`src/tioc_consts.vh`:
```
`ifndef TIOC_CONSTS_VH
`define TIOC_CONSTS_VH

// register indices on the plain register port
`define TIOC_ADDR_CH1_IO 8'h00
`define TIOC_ADDR_CH2_IO 8'h01
`define TIOC_ADDR_CH0_IRQ_EN 8'h02
`define TIOC_ADDR_IRQ_STATUS 8'h03
`define TIOC_ADDR_IRQ_MASK 8'h04
`define TIOC_ADDR_CAP_CH1A 8'h05
`define TIOC_ADDR_CAP_CH1B 8'h06
`define TIOC_ADDR_CAP_CH2A 8'h07
`define TIOC_ADDR_CAP_CH2B 8'h08

// reset values
`define TIOC_IO_RESET 8'h00
`define TIOC_IRQ_EN_RESET 8'h40
`define TIOC_IRQ_EN_RW_MASK 8'h9F
`define TIOC_IRQ_EN_RO_ONES 8'h40
`define TIOC_ZERO8 8'h00
`define TIOC_ZERO16 16'h0000

// channel 0 interrupt enable fields
`define TIOC_EN_ADC 7
`define TIOC_EN_OVF 4
`define TIOC_EN_D 3
`define TIOC_EN_C 2
`define TIOC_EN_B 1
`define TIOC_EN_A 0

// function select nibble fields
`define TIOC_FS_CAPTURE 3
`define TIOC_FS_ALT 2
`define TIOC_FS_INIT 2
`define TIOC_FS_ACT_HI 1
`define TIOC_FS_ACT_LO 0
`define TIOC_ACT_NONE 2'h0
`define TIOC_ACT_ZERO 2'h1
`define TIOC_ACT_ONE 2'h2
`define TIOC_ACT_TOGGLE 2'h3
`define TIOC_EDGE_RISE 2'h0
`define TIOC_EDGE_FALL 2'h1

// status layout: captures in low nibble, compare matches in high nibble
`define TIOC_ST_MATCH_OFS 4
`define TIOC_NREG 4

`endif

```
`src/tioc_timer_io_control.v`:
```
// Added by the designer: the plain strobed port and the placing of the registers.
`timescale 1ns/100ps
`include "tioc_consts.vh"

module tioc_timer_io_control #(
  parameter CNT_W = 16
) (
  input wire i_clock,
  input wire i_rst_b,
  input wire [7:0] i_addr,
  input wire [15:0] i_wdata,
  input wire i_wr,
  input wire i_rd,
  output wire [15:0] o_rdata,
  input wire [CNT_W-1:0] i_timer_counter_value,
  input wire i_ch1_match_a,
  input wire i_ch1_match_b,
  input wire i_ch2_match_a,
  input wire i_ch2_match_b,
  input wire i_ch0_reg_a_event,
  input wire i_ch0_reg_c_event,
  input wire i_overflow_flag,
  input wire i_match_d_flag,
  input wire i_match_c_flag,
  input wire i_match_b_flag,
  input wire i_match_a_flag,
  input wire i_ch1_pin_a,
  input wire i_ch1_pin_b,
  input wire i_ch2_pin_a,
  input wire i_ch2_pin_b,
  output wire o_ch1_pin_a,
  output wire o_ch1_pin_b,
  output wire o_ch2_pin_a,
  output wire o_ch2_pin_b,
  output wire o_ch1_pin_a_oe,
  output wire o_ch1_pin_b_oe,
  output wire o_ch2_pin_a_oe,
  output wire o_ch2_pin_b_oe,
  output wire [CNT_W-1:0] o_ch1_general_reg_a,
  output wire [CNT_W-1:0] o_ch1_general_reg_b,
  output wire [CNT_W-1:0] o_ch2_general_reg_a,
  output wire [CNT_W-1:0] o_ch2_general_reg_b,
  output wire [3:0] o_capture_pulse,
  output wire o_adc_start_req,
  output wire o_overflow_irq,
  output wire o_match_d_irq,
  output wire o_match_c_irq,
  output wire o_match_b_irq,
  output wire o_match_a_irq,
  output wire o_irq
);

  // register index k: 0 ch1 A, 1 ch1 B, 2 ch2 A, 3 ch2 B

  function cap_hit;
    input [3:0] code;
    input rise;
    input fall;
    input ch0_evt;
    input is_ch1;
    begin
      if (!code[`TIOC_FS_CAPTURE])
        cap_hit = 1'b0;
      else if (code[`TIOC_FS_ALT] && is_ch1)
        cap_hit = ch0_evt;
      else
      begin
        // ch2 ignores the alt bit, so 11xx mirrors 10xx
        case (code[1:0])
          `TIOC_EDGE_RISE: cap_hit = rise;
          `TIOC_EDGE_FALL: cap_hit = fall;
          default: cap_hit = rise | fall;
        endcase
      end
    end
  endfunction

  function match_level;
    input [1:0] act;
    input lvl;
    begin
      case (act)
        `TIOC_ACT_ZERO: match_level = 1'b0;
        `TIOC_ACT_ONE: match_level = 1'b1;
        `TIOC_ACT_TOGGLE: match_level = ~lvl;
        default: match_level = lvl;
      endcase
    end
  endfunction

  function drives_pin;
    input [3:0] code;
    begin
      // 0000 and 0100 keep the pin off, capture codes never drive
      drives_pin = ~code[`TIOC_FS_CAPTURE] & (code[1:0] != `TIOC_ACT_NONE);
    end
  endfunction

  // reset: asynchronous assert, released through two flops
  reg rst_meta_ff;
  reg rst_n_ff;
  always @(posedge i_clock or negedge i_rst_b)
  begin
    if (!i_rst_b)
    begin
      rst_meta_ff <= 1'b0;
      rst_n_ff <= 1'b0;
    end
    else
    begin
      rst_meta_ff <= 1'b1;
      rst_n_ff <= rst_meta_ff;
    end
  end

  // pin synchronisers; edge flop compares the second stage only
  wire [3:0] pin_in = {i_ch2_pin_b, i_ch2_pin_a, i_ch1_pin_b, i_ch1_pin_a};
  reg [3:0] pin_meta_ff;
  reg [3:0] pin_sync_ff;
  reg [3:0] pin_prev_ff;
  always @(posedge i_clock or negedge rst_n_ff)
  begin
    if (!rst_n_ff)
    begin
      pin_meta_ff <= 4'h0;
      pin_sync_ff <= 4'h0;
      pin_prev_ff <= 4'h0;
    end
    else
    begin
      pin_meta_ff <= pin_in;
      pin_sync_ff <= pin_meta_ff;
      pin_prev_ff <= pin_sync_ff;
    end
  end
  wire [3:0] pin_rise = pin_sync_ff & ~pin_prev_ff;
  wire [3:0] pin_fall = ~pin_sync_ff & pin_prev_ff;

  // register file
  reg [7:0] ch1_io_control_ff;
  reg [7:0] ch2_io_control_ff;
  reg [7:0] ch0_irq_enable_reg_ff;
  reg [7:0] irq_status_ff;
  reg [7:0] irq_mask_ff;
  reg [15:0] rdata_ff;

  wire wr_ch1 = i_wr && (i_addr == `TIOC_ADDR_CH1_IO);
  wire wr_ch2 = i_wr && (i_addr == `TIOC_ADDR_CH2_IO);
  wire wr_en0 = i_wr && (i_addr == `TIOC_ADDR_CH0_IRQ_EN);
  wire wr_st = i_wr && (i_addr == `TIOC_ADDR_IRQ_STATUS);
  wire wr_mask = i_wr && (i_addr == `TIOC_ADDR_IRQ_MASK);

  // low nibble is register A, high nibble register B
  wire [15:0] codes = {ch2_io_control_ff, ch1_io_control_ff};
  wire [15:0] new_codes = {i_wdata[7:0], i_wdata[7:0]};
  wire [3:0] code_wr = {wr_ch2, wr_ch2, wr_ch1, wr_ch1};
  wire [3:0] match_in = {i_ch2_match_b, i_ch2_match_a, i_ch1_match_b, i_ch1_match_a};
  wire [3:0] ch0_evt = {1'b0, 1'b0, i_ch0_reg_c_event, i_ch0_reg_a_event};

  always @(posedge i_clock or negedge rst_n_ff)
  begin
    if (!rst_n_ff)
    begin
      ch1_io_control_ff <= `TIOC_IO_RESET;
      ch2_io_control_ff <= `TIOC_IO_RESET;
      ch0_irq_enable_reg_ff <= `TIOC_IRQ_EN_RESET;
      irq_mask_ff <= `TIOC_ZERO8;
    end
    else
    begin
      if (wr_ch1)
        ch1_io_control_ff <= i_wdata[7:0];
      if (wr_ch2)
        ch2_io_control_ff <= i_wdata[7:0];
      if (wr_en0)
        ch0_irq_enable_reg_ff <= (i_wdata[7:0] & `TIOC_IRQ_EN_RW_MASK)
          | `TIOC_IRQ_EN_RO_ONES;
      if (wr_mask)
        irq_mask_ff <= i_wdata[7:0];
    end
  end

  // pin levels, captures and events per general register
  reg [3:0] pin_lvl_ff;
  reg [3:0] cap_pulse_ff;
  reg [CNT_W-1:0] cap_ff [0:`TIOC_NREG-1];
  reg [3:0] nxt_pin_lvl;
  reg [3:0] cap_hit_v;
  reg [3:0] oc_hit_v;
  reg [3:0] cur_code;
  reg [3:0] wr_code;
  reg [3:0] pin_oe_ff;
  reg [3:0] nxt_pin_oe;
  integer k;
  // own index for the clocked loop, so no variable is shared with the comb loop
  integer j;

  always @*
  begin
    nxt_pin_lvl = pin_lvl_ff;
    nxt_pin_oe = pin_oe_ff;
    cap_hit_v = 4'h0;
    oc_hit_v = 4'h0;
    cur_code = 4'h0;
    wr_code = 4'h0;
    for (k = 0; k < `TIOC_NREG; k = k + 1)
    begin
      cur_code = codes[4*k+3 -: 4];
      wr_code = new_codes[4*k+3 -: 4];
      if (code_wr[k])
        nxt_pin_oe[k] = drives_pin(wr_code);
      cap_hit_v[k] = cap_hit(cur_code, pin_rise[k], pin_fall[k], ch0_evt[k], (k < 2));
      oc_hit_v[k] = match_in[k] & ~cur_code[`TIOC_FS_CAPTURE];
      // a fresh code that drives the pin wins over a match in the same cycle
      if (code_wr[k] && drives_pin(wr_code))
        nxt_pin_lvl[k] = wr_code[`TIOC_FS_INIT];
      else if (oc_hit_v[k] && drives_pin(cur_code))
        nxt_pin_lvl[k] = match_level(cur_code[1:0], pin_lvl_ff[k]);
    end
  end

  always @(posedge i_clock or negedge rst_n_ff)
  begin
    if (!rst_n_ff)
    begin
      pin_lvl_ff <= 4'h0;
      pin_oe_ff <= 4'h0;
      cap_pulse_ff <= 4'h0;
      for (j = 0; j < `TIOC_NREG; j = j + 1)
        cap_ff[j] <= {CNT_W{1'b0}};
    end
    else
    begin
      pin_lvl_ff <= nxt_pin_lvl;
      pin_oe_ff <= nxt_pin_oe;
      cap_pulse_ff <= cap_hit_v;
      for (j = 0; j < `TIOC_NREG; j = j + 1)
        if (cap_hit_v[j])
          cap_ff[j] <= i_timer_counter_value;
    end
  end

  // sticky status: set wins over a write-one clear
  wire [7:0] st_set = {oc_hit_v, cap_hit_v};
  wire [7:0] nxt_irq_status = (irq_status_ff & ~(wr_st ? i_wdata[7:0] : `TIOC_ZERO8)) | st_set;
  wire [7:0] nxt_irq_mask = wr_mask ? i_wdata[7:0] : irq_mask_ff;
  // line built from next values so it moves in the same cycle as status and mask
  reg irq_ff;
  always @(posedge i_clock or negedge rst_n_ff)
  begin
    if (!rst_n_ff)
    begin
      irq_status_ff <= `TIOC_ZERO8;
      irq_ff <= 1'b0;
    end
    else
    begin
      irq_status_ff <= nxt_irq_status;
      irq_ff <= |(nxt_irq_status & nxt_irq_mask);
    end
  end

  // channel 0 request gating, registered to keep outputs glitch free
  reg adc_req_ff;
  reg [4:0] ch0_irq_ff;
  always @(posedge i_clock or negedge rst_n_ff)
  begin
    if (!rst_n_ff)
    begin
      adc_req_ff <= 1'b0;
      ch0_irq_ff <= 5'h00;
    end
    else
    begin
      adc_req_ff <= i_ch0_reg_a_event & ch0_irq_enable_reg_ff[`TIOC_EN_ADC];
      ch0_irq_ff[4] <= i_overflow_flag & ch0_irq_enable_reg_ff[`TIOC_EN_OVF];
      ch0_irq_ff[3] <= i_match_d_flag & ch0_irq_enable_reg_ff[`TIOC_EN_D];
      ch0_irq_ff[2] <= i_match_c_flag & ch0_irq_enable_reg_ff[`TIOC_EN_C];
      ch0_irq_ff[1] <= i_match_b_flag & ch0_irq_enable_reg_ff[`TIOC_EN_B];
      ch0_irq_ff[0] <= i_match_a_flag & ch0_irq_enable_reg_ff[`TIOC_EN_A];
    end
  end

  // read port: data stand one cycle after the strobe, unmapped reads 0
  reg [15:0] nxt_rdata;
  always @*
  begin
    nxt_rdata = `TIOC_ZERO16;
    case (i_addr)
      `TIOC_ADDR_CH1_IO: nxt_rdata = {8'h00, ch1_io_control_ff};
      `TIOC_ADDR_CH2_IO: nxt_rdata = {8'h00, ch2_io_control_ff};
      `TIOC_ADDR_CH0_IRQ_EN: nxt_rdata = {8'h00, ch0_irq_enable_reg_ff};
      `TIOC_ADDR_IRQ_STATUS: nxt_rdata = {8'h00, irq_status_ff};
      `TIOC_ADDR_IRQ_MASK: nxt_rdata = {8'h00, irq_mask_ff};
      `TIOC_ADDR_CAP_CH1A: nxt_rdata = cap_ff[0];
      `TIOC_ADDR_CAP_CH1B: nxt_rdata = cap_ff[1];
      `TIOC_ADDR_CAP_CH2A: nxt_rdata = cap_ff[2];
      `TIOC_ADDR_CAP_CH2B: nxt_rdata = cap_ff[3];
      default: nxt_rdata = `TIOC_ZERO16;
    endcase
  end

  always @(posedge i_clock or negedge rst_n_ff)
  begin
    if (!rst_n_ff)
      rdata_ff <= `TIOC_ZERO16;
    else if (i_rd)
      rdata_ff <= nxt_rdata;
    else
      rdata_ff <= `TIOC_ZERO16;
  end

  assign o_rdata = rdata_ff;
  assign o_ch1_pin_a = pin_lvl_ff[0];
  assign o_ch1_pin_b = pin_lvl_ff[1];
  assign o_ch2_pin_a = pin_lvl_ff[2];
  assign o_ch2_pin_b = pin_lvl_ff[3];
  assign o_ch1_pin_a_oe = pin_oe_ff[0];
  assign o_ch1_pin_b_oe = pin_oe_ff[1];
  assign o_ch2_pin_a_oe = pin_oe_ff[2];
  assign o_ch2_pin_b_oe = pin_oe_ff[3];
  assign o_ch1_general_reg_a = cap_ff[0];
  assign o_ch1_general_reg_b = cap_ff[1];
  assign o_ch2_general_reg_a = cap_ff[2];
  assign o_ch2_general_reg_b = cap_ff[3];
  assign o_capture_pulse = cap_pulse_ff;
  assign o_adc_start_req = adc_req_ff;
  assign o_overflow_irq = ch0_irq_ff[4];
  assign o_match_d_irq = ch0_irq_ff[3];
  assign o_match_c_irq = ch0_irq_ff[2];
  assign o_match_b_irq = ch0_irq_ff[1];
  assign o_match_a_irq = ch0_irq_ff[0];
  assign o_irq = irq_ff;

endmodule

```
`config.mk`:
```
export PLATFORM = sky130hd
export DESIGN_NAME = tioc_timer_io_control
export DESIGN_NICKNAME = d
export VERILOG_FILES = /design/src/tioc_timer_io_control.v
export VERILOG_INCLUDE_DIRS = /design/src
export SDC_FILE = /design/constraint.sdc
export NUM_CORES = 1
export LEC_CHECK = 0
export ABC_AREA = 1
export BUFFER_PORTS_ARGS = -buffer_cell sky130_fd_sc_hd__buf_4
export CAP_MARGIN = 20
export CELL_PAD_IN_SITES_DETAIL_PLACEMENT = 0
export CELL_PAD_IN_SITES_GLOBAL_PLACEMENT = 2
export CORE_AREA = 2 2 148 150
export DETAILED_ROUTE_END_ITERATION = 6
export DIE_AREA = 0 0 150 152
export GPL_ROUTABILITY_DRIVEN = 0
export PLACE_DENSITY_LB_ADDON = 0.05
export RECOVER_POWER = 50
export SYNTH_ARGS = -nofsm -noshare
export SYNTH_HDL_FRONTEND = slang
export SYNTH_SLANG_ARGS = --single-unit
export TNS_END_PERCENT = 20
```
`constraint.sdc`:
```
create_clock -name i_clock -period 6.1 [get_ports i_clock]
set_clock_uncertainty 0.15 [all_clocks]
set_input_delay 1.22 -clock i_clock [delete_from_list [all_inputs] [get_ports i_clock]]
set_output_delay 1.22 -clock i_clock [all_outputs]
set_load 0.005 [all_outputs]
```
==> impl_metrics.ini, run 1 <==
[pwr]
finalPower_mw = 2.63
ir_drop_mv = 0.184
p_per_area_nw_per_um2 = 307
leakagePower_nw = 4.35

[timing]
setup_viol = 0
clock.fmax_mhz = 304
worst_slew_pin_slew_ns = 2.44
fin_ws_ns = 2.81
fin_crit_sh_pct = 54.0
slew_headroom_pct = -62.5
tns_ns = 0
hold_violations = 0
rsz0062_at_grt = false
hold_ws_ns = 0.201
slew_viol_final = 164
period_minus_slack_ns = 3.29

[grt]
grt_pass1_wl_um = 32800
use_met3_pct = 4.62
grt_busiest_layer = met2
grt_max_degree = 59
first_global_vias = 5618
grt_usage_pct = 19.4
grt-ovfl-total = 0
antenna_found_initial = 0
grt_use_met2_pct = 31.0
use_met1_pct = 26.0

[finish]
insertedDiodeCount = 0
drive_gt1_share_pct = 24.3
fin_cells = 1195
layout.nets = 973
area_growth_syn_to_layout_pct = 28.8
fillers = 2238

[synth]
ys_top_cells_by_count = nand2_1, dfrtp_1, o21ai_0, inv_1, nand3_1
synth_cells = 752
synth_fa_ha_area_share_pct = 2.26
synthMuxAreaShare_pct = 0
synth_top_flop_cell = dfrtp_1
ys_ff_latch = 151
yosys.area_share.simple_pct = 23.8
synth_top_area_share_pct = 56.9
synth_compound_gate_area_share_pct = 10.4
syn_area_per_cell_um2 = 8.83
synthArstFlopShare_pct = 100
ys_seq_area_share_pct = 56.9
synth_fp_nets = 823
yosys_warnings = 0
synth_edf_count = 0
synth.most_common_cell = nand2_1
synth_xor_area_share_pct = 0
synth_largest_area_cell = dfrtp_1
synthesis.area_um2 = 6640
synth_cell_types = 33
synth_top_family_by_area = simple AND/OR/NAND/NOR gates
yosys-top-cells-area = dfrtp_1, nand2_1, o21ai_0

[outcome]
violations = capacitance limit, slew limit
status = finished, violations left

[worst_setup_path]
r2r-start = pin_sync_ff[1]
worst-endpoint-arrival_ns = 3.44
slowest_stage = nor2_2
cp.required_ns = 6.25
cp_top_family = simple AND/OR/NAND/NOR gates
r2r-end = o_irq
r2r_setup_slack_ns = 3.13
critical_path_buf_inv_count = 2
crit_fanout = 18
startpoint_type = primary input
cp-end-kind = flop
worstSetupStartpoint = i_addr[7]
worstSetupPathType = primary input to flop
max_stage_delay_ns = 0.58
path_depth = 9
crit_end = pin_lvl_ff[2]
cp_cell_sequence = buf_4 -> nor2_2 -> nand2_4 -> inv_2 -> nand2_1 -> nor2_2 -> nand3b_1 -> nand2_1 -> o21ai_0
r2r.worst_path.cells = 12

[floorplan]
die_w_um = 150
die_y_um = 152
die_area_um2 = 22800
core_um2 = 21400
initial_core_util_pct = 31.1
io_pins = 158
rows = 54

[placement]
portBuffers = 149
pre_cts_ws_ns = 2.34
dp.cells = 1163
hpwl_um = 15000

[route]
first_pass_iters = 4
routedWlPerCell_um = 17.8
via_per_inst = 4.61
first_iter_violations = 238
routed_wl_um = 21300
drc_errors = 0
via_count = 5509
drtAntennaViolNets = 0

[hold_path]
min-delay-start = pin_meta_ff[2]
hp-class = flop to flop

[clock_network]
cts_buffers = 17
cts-root-buf = clkbuf_16
clock_path_buffers = 2
cts.repair.resized = 0
cts_setup_buffers = 0
cts_hold_buf = 0
clk_pin_slew_ns = 0.06
clock-sinks = 151
htreeDepth = 4
cts_tree = done
insertion_delay_ns = 0.42

[job]
maxCapViolCount = 4
cell type report:
type,instances,area (um^2),area share [%]
Inverter,81,304,3.55
Tap cell,280,350,4.09
Sequential cell,151,3780,44.2
Timing Repair Buffer,155,1140,13.4
Multi-Input combinational cell,496,2420,28.3
Clock buffer,19,433,5.06
Clock inverter,13,123,1.43
how the worst min path moves through the flow:
stage	to	slack, ns	depth (start not counted)
after floorplan	pin_sync_ff[0]	0.18	0
after global placement	pin_sync_ff[0]	0.18	0
after detailed placement	pin_sync_ff[2]	0.19	0
after CTS	pin_sync_ff[2]	0.21	0
after global routing	pin_sync_ff[3]	0.21	0
final	pin_sync_ff[2]	0.20	0
cell families (layout without fill, tap and decap cells):
| logic type | after synthesis | after routing |
|---|---|---|
| adder cells (fa/ha/maj) | 12 | 12 |
| AND/OR/NAND/NOR | 357 | 357 |
| other | 1 | 1 |
| flip-flops | 151 | 151 |
| AO/OA/AOI/OAI | 126 | 126 |
| buffers and inverters | 105 | 268 |
power by group:
| group | internal [mW] | total [mW] | switching (mW) | leakage (nW) |
|---|---|---|---|---|
| registers | 1.12 | 1.22 | 0.104 | 1.84 |
| logic | 0.190 | 0.396 | 0.206 | 2.25 |
| clock network | 0.566 | 1.01 | 0.441 | 0.261 |
| total | 1.87 | 2.63 | 0.752 | 4.35 |
metrics by stage:
stage          utilization (%)  area, um^2
2_1_floorplan                -        6640
3_3_place_gp              37.6        8030
3_5_place_dp              37.6        8030
4_1_cts                   40.2        8580
5_1_grt                   40.1        8560
6_report                  40.1        8560
worst register-to-register path, stage by stage (launching register included):
cell,delay (ns)
dfrtp_1,0.37
inv_1,0.05
ha_1,0.27
nor2_1,0.05
nor2_1,0.10
nand3_1,0.08
nand2_1,0.06
clkbuf_1,1.19
nand2_1,0.22
nand2_1,0.13
nand2_1,0.05
nor2_1,0.08
nand2_1,0.05
per-layer routing:
metal	wire length (um)	part of all wire [%]	vias up
met1	9580	45	2654
met3	1140	5.3	15
met2	10300	48	142
met5	0	0	-
li1	-	-	2698
met4	293	1.4	0
state kept, by name, summed over array words and instances (netlist names):
signal	cells
ch0_irq_enable_reg_ff	6
ch0_irq_ff	5
ch1_io_control_ff	8
ch2_io_control_ff	8
irq_mask_ff	8
irq_status_ff	8
o_adc_start_req	1
o_capture_pulse	4
o_ch1_general_reg_a	16
o_ch1_general_reg_b	16
o_ch2_general_reg_a	16
o_ch2_general_reg_b	16
o_irq	1
o_rdata	16
pin_lvl_ff	4
pin_meta_ff	4
pin_oe_ff	4
pin_prev_ff	4
pin_sync_ff	4
rst_meta_ff	1
rst_n_ff	1
cells in the final DEF, fill, tap and decap left out, types with 2 or more instances in the layout:
| cell | Yosys | layout |
|---|---|---|
| a21oi_1 | 14 | 14 |
| a41oi_1 | 8 | 8 |
| buf_4 | 0 | 140 |
| clkbuf_1 | 13 | 7 |
| clkbuf_16 | 0 | 17 |
| clkbuf_4 | 0 | 10 |
| clkinv_2 | 0 | 2 |
| clkinv_4 | 0 | 2 |
| clkinvlp_4 | 0 | 4 |
| dfrtp_1 | 151 | 151 |
| ha_1 | 12 | 12 |
| inv_1 | 76 | 76 |
| inv_2 | 5 | 5 |
| inv_6 | 0 | 4 |
| nand2_1 | 234 | 234 |
| nand2_2 | 14 | 14 |
| nand2_4 | 3 | 3 |
| nand3_1 | 44 | 44 |
| nor2_1 | 40 | 40 |
| nor2_2 | 4 | 4 |
| nor2_4 | 3 | 3 |
| nor3_1 | 4 | 4 |
| nor3_2 | 2 | 2 |
| nor3_4 | 4 | 4 |
| o21ai_0 | 86 | 87 |
| o21ai_1 | 7 | 6 |
| o21ai_2 | 5 | 5 |
| o22ai_1 | 2 | 2 |
Note: power is estimated with default switching activity, not from simulation.
==> inputs of run 2 (changes only) <==
- ABC_AREA: 1 -> 0
- CORE_AREA: 2 2 148 150 -> 2 2 141 143
- DIE_AREA: 0 0 150 152 -> 0 0 143 145
- clock period: 6.1 -> 3.3 ns (I/O delays scaled with it)
==> run 2 against run 1 <==
The flow now finishes without violations. Cell count fell by 16%. Flip-flop and latch count is the same. Sequential power up 84%. Routed wire length decreased by 4.3%. Clock power grew 94%. Critical endpoint is now o_rdata[7]. Highest routed layer unchanged.
==> impl_metrics.ini, run 2 <==
[floorplan]
io_pins = 158
die_area_um2 = 20700
core_um2 = 19200
rows = 51
die_w_um = 143
die_y_um = 145
initial_core_util_pct = 34.3

[route]
highest_layer = met4
via_per_inst = 5.04
wl_met2_um = 9810
drtAntennaViolNets = 0
wl_met1_um = 9400
first_iter_violations = 252
first_pass_iters = 4
routedWlPerCell_um = 20.4
routed_wl_um = 20400
met3_length_um = 823
drc_errors = 0
via_count = 5030

[worst_setup_path]
worst-endpoint-arrival_ns = 2.78
critical_path_buf_inv_count = 1
cp-end-kind = async pin
slowest_stage = dfrtp_2
cp.required_ns = 3.53
cp_top_family = flip-flops
cp_cell_sequence = clkbuf_2
max_stage_delay_ns = 1.33
crit_fanout = 64
startpoint_type = flop
worstSetupPathType = flop to async pin

[pwr]
combPwrFrac_pct = 14.2
swShare_pct = 26.5
ir_drop_mv = 0.340
finalPower_mw = 4.90
leakagePower_nw = 3.99
switching_power_mw = 1.30
p_int_mw = 3.60
power.share.sequential_pct = 45.8
p_per_area_nw_per_um2 = 567
clock_power_share_pct = 40.0

[timing]
worst_slew_pin_slew_ns = 1.44
slew_viol_final = 0
fin_ws_ns = 0.747
rsz0062_at_grt = false
fin_crit_sh_pct = 77.4
clock.fmax_mhz = 392
tns_ns = 0
hold_violations = 0
slew_headroom_pct = 3.97
period_minus_slack_ns = 2.55
setup_viol = 0

[finish]
insertedDiodeCount = 0
final_area_um2 = 8640
drive_gt1_share_pct = 38.1
final_cell_mix = dfrtp_1, buf_4, nand2_1, mux2_2, clkbuf_4
area_growth_syn_to_layout_pct = 31.3
fillers = 1852
layout.nets = 791
layout.cells.most_common = dfrtp_1

[clock_network]
htreeDepth = 4
clock-sinks = 151
clock_path_buffers = 2
cts_tree = done
clk_pin_slew_ns = 0.06
cts_buffers = 17
cts-root-buf = clkbuf_16
insertion_delay_ns = 0.42
cts_setup_buffers = 0

[outcome]
status = complete, no violations

[synth]
syn_area_per_cell_um2 = 11.9
synth_largest_area_cell = dfrtp_1
synth_cells = 554
synth.most_common_cell = dfrtp_1
synth_edf_count = 0
synth_top_flop_cell = dfrtp_1
synth_fp_nets = 625
yosys_warnings = 0
ys_top_cells_by_count = dfrtp_1, nand2_1, mux2_2, a22oi_1, a21oi_1
synth_top_area_share_pct = 57.4
ys_seq_area_share_pct = 57.4
synthesis.area_um2 = 6580
synth_cell_types = 57
ys_ff_latch = 151
synthArstFlopShare_pct = 100
yosys-top-cells-area = dfrtp_1, mux2_2, nand2_1

[hold_path]
hp-class = flop to flop

[placement]
portBuffers = 149
hpwl_um = 14300
pre_cts_ws_ns = 0.375
post_dp_cell_area_um2 = 8080

[grt]
antenna_found_initial = 0
first_global_vias = 5304
grt_max_degree = 65
grt_pass1_wl_um = 32100
grt_usage_pct = 20.6
grt-ovfl-total = 0

[job]
maxCapViolCount = 0
==> run 2: path summary, 6_finish.rpt <==
kind | start | endpoint | slack, ns | cells after the start
max in group i_clock | ch2_io_control_ff[0] | o_ch2_general_reg_a[11] | 0.82 | 7
min | pin_meta_ff[2] | pin_sync_ff[2] | 0.20 | 0
max reg2reg | rst_n_ff | o_rdata[7] | 0.75 | 1
min in group asynchronous | i_rst_b | rst_meta_ff | 0.40 | 2
min reg2reg | pin_meta_ff[2] | pin_sync_ff[2] | 0.20 | 0
max | rst_n_ff | o_rdata[7] | 0.75 | 1
==> run 2: through the flow <==
step	hold WS, ns	cells	utilization [%]
global route	0.190	998	45.0
finish	0.196	998	45.0
floorplan	0.181	554	-
detailed placement	0.186	965	42.1
CTS	0.172	998	45.2
global placement	0.186	965	42.1
==> run 2: layout make-up <==
cell class / instances / area (um^2) / share of cell area, %
sequential: 151 / 3780 / 43.8
multi-input combinational: 363 / 2610 / 30.2
timing repair buffer: 169 / 1250 / 14.5
clock buffer: 19 / 453 / 5.24
tap: 265 / 332 / 3.84
clock inverter: 13 / 146 / 1.69
inverter: 18 / 67.6 / 0.782
==> run 2: repair_timing <==
action / in CTS / in global routing
endpoints found under the hold margin: 2 / 0
hold buffers: 1 / 0
resized for setup: 0 / 0
setup endpoints to repair: 0 / 0
==> run 2: metal layers <==
metal  track usage, %  up-vias
li1                 -     2289
met1             28.5     2582
met2             32.6      138
met3             3.89       21
met4             6.63        0
met5                0        -
==> run 2: power groups by stage <==
stage | Clock [mW] | Sequential [mW] | Combinational (mW)
after detailed placement | 0 | 2.28 | 0.717
final | 1.96 | 2.24 | 0.698
after global routing | 2.10 | 2.28 | 0.778
after global placement | 0 | 2.28 | 0.705
after floorplan | 0 | 2.25 | 0.265
after CTS | 2.00 | 2.25 | 0.720
==> run 2: cell families (layout without fill, tap and decap cells) <==
| kind of cell | count (synthesis) | after routing | synth area share (%) |
|---|---|---|---|
| other | 1 | 1 | 0.0570 |
| AOI/OAI and AO/OA | 93 | 93 | 10.2 |
| adders and majority gates | 12 | 12 | 2.28 |
| DFF | 151 | 151 | 57.4 |
| and+or+nand+nor | 175 | 175 | 12.5 |
| buffers and inverters | 40 | 219 | 2.83 |
| muxes | 82 | 82 | 14.7 |
==> inputs of run 3 (changes only) <==
- ABC_AREA: 0 -> 1
- CORE_AREA: 2 2 141 143 -> 2 2 148 150
- DIE_AREA: 0 0 143 145 -> 0 0 150 152
- clock period: 3.3 -> 2.4 ns (I/O delays scaled with it)
==> run 3 against run 2 <==
Critical path depth is 8 higher. Combinational power up 48%. Sequential share of layout area is 0.86 points lower. Clock power rose by 39%. Setup slack got worse by 0.40 ns. Non-clock buffer count increased by 10. Hold slack worse by 0.16 ns. Register-to-register slack lost 0.29 ns. Sequential power is 38% higher. Die area increased by 10%. Flip-flop and latch count unchanged. Critical path type is now primary input to flop. Largest cell class unchanged. Highest routed layer unchanged.
==> impl_metrics.ini, run 3 (synthesis gave the netlist of run 1 again) <==
[grt]
grt_pass1_wl_um = 32900
grt_max_degree = 45
antenna_found_initial = 0
grt-ovfl-total = 0
first_global_vias = 5742
grt_usage_pct = 19.2

[worst_setup_path]
worst-endpoint-arrival_ns = 2.19
cpMostUsedCell = nand2_1
crit_fanout = 8
critical_path_buf_inv_count = 2
startpoint_type = primary input
max_stage_delay_ns = 0.55
slowest_stage = nor2_1
cp_cell_sequence = clkbuf_4 -> nor2_2 -> nand2_4 -> inv_1 -> nand2_1 -> nor2_1 -> nand3b_1 -> nand2_1 -> o21ai_0
worstSetupPathType = primary input to flop
cp-end-kind = flop
cp.required_ns = 2.54
cp_top_family = simple AND/OR/NAND/NOR gates

[clock_network]
insertion_delay_ns = 0.42
htreeDepth = 4
cts_tree = done
cts-root-buf = clkbuf_16
clk_pin_slew_ns = 0.06
clock-sinks = 151
cts_buffers = 17
cts.repair.resized = 0
clock_path_buffers = 2

[finish]
fillers = 2229
drive_gt1_share_pct = 25.6
layout.nets = 997
layout.cells.most_common = nand2_1
final_cell_mix = nand2_1, buf_4, dfrtp_1, o21ai_0, inv_1
insertedDiodeCount = 0
area_growth_syn_to_layout_pct = 32.7
fin_cells = 1218
final_area_um2 = 8820

[timing]
hold_ws_ns = 0.0395
worst_slew_pin_slew_ns = 1.03
tns_ns = 0
hold_violations = 0
rsz0062_at_grt = false
clock.fmax_mhz = 487
fin_crit_sh_pct = 85.5
slew_headroom_pct = 31.0
period_minus_slack_ns = 2.05
slew_viol_final = 0
setup_viol = 0

[placement]
portBuffers = 149
post_dp_cell_area_um2 = 8230
dp.cells = 1183
hpwl_um = 15500

[route]
first_pass_iters = 5
via_count = 5609
routed_wl_um = 21200
via_per_inst = 4.61
routedWlPerCell_um = 17.4
drtAntennaViolNets = 0
drc_errors = 0
first_iter_violations = 328

[pwr]
combPwrFrac_pct = 15.0
swShare_pct = 27.1
leakagePower_nw = 4.50
p_int_mw = 4.99
p_per_area_nw_per_um2 = 777
ir_drop_mv = 0.508
clock_power_share_pct = 39.7
switching_power_mw = 1.86
power.share.sequential_pct = 45.3

[floorplan]
io_pins = 158
die_y_um = 152
rows = 54
die_area_um2 = 22800
initial_core_util_pct = 31.1
die_w_um = 150
core_um2 = 21400

[job]
maxCapViolCount = 0

[hold_path]
hp-class = primary input to flop

[outcome]
status = complete, no violations
==> run 3: cell type report <==
type	instances	area, um^2	area share [%]
multi-input cells	496	2410	27.3
well taps	280	350	3.97
clock inverters	9	115	1.31
clock buffers	22	484	5.49
repair buffers	179	1370	15.6
flip-flops and latches	151	3780	42.9
inverters	81	304	3.45
==> run 3: repair_timing <==
action | 4_1_cts | 5_1_grt
endpoints found under the setup margin | 0 | 0
endpoints found under the hold margin | 4 | 1
buffers inserted | 0 | 0
hold buffers | 3 | 1
==> run 3: metal layers <==
| metal | global-route usage (%) | vias to the layer above | routed length [um] |
|---|---|---|---|
| li1 | - | 2749 | - |
| met1 | 25.9 | 2684 | 9540 |
| met2 | 30.8 | 153 | 10100 |
| met3 | 4.29 | 23 | 1150 |
| met4 | 5.84 | 0 | 449 |
| met5 | 0 | - | 0 |
==> run 3: worst paths after layout <==
kind                                            from                      to  slack (ns)  depth (start not counted)
worst max-delay path                       i_addr[7]           pin_lvl_ff[2]        0.35                          9
worst min-delay path                     i_ch1_pin_b          pin_meta_ff[1]        0.04                          1
worst max register to register  ch2_io_control_ff[0]                   o_irq        0.46                         11
min in group asynchronous                   rst_n_ff      o_capture_pulse[3]        0.16                          0
worst min register to register              rst_n_ff      o_capture_pulse[3]        0.16                          0
max in group asynchronous                   rst_n_ff  o_ch1_general_reg_b[0]        0.54                          1
==> run 3: power by group through the flow <==
stage	clock (mW)	combinational (mW)	sequential, mW
detailed placement	0	1.05	3.15
global route	2.90	1.15	3.15
floorplan	0	0.377	3.13
CTS	2.79	1.06	3.11
global placement	0	1.04	3.15
finish	2.72	1.03	3.10
==> run 3: through the flow <==
step | setup WS, ns | power (mW) | utilization [%]
final | 0.348 | 6.85 | 41.3
after global routing | 0.165 | 7.20 | 41.3
after CTS | 0.450 | 6.96 | 41.5
after detailed placement | 0.180 | 4.21 | 38.5
after global placement | 0.207 | 4.18 | 38.5
after floorplan | 0.600 | 3.50 | -
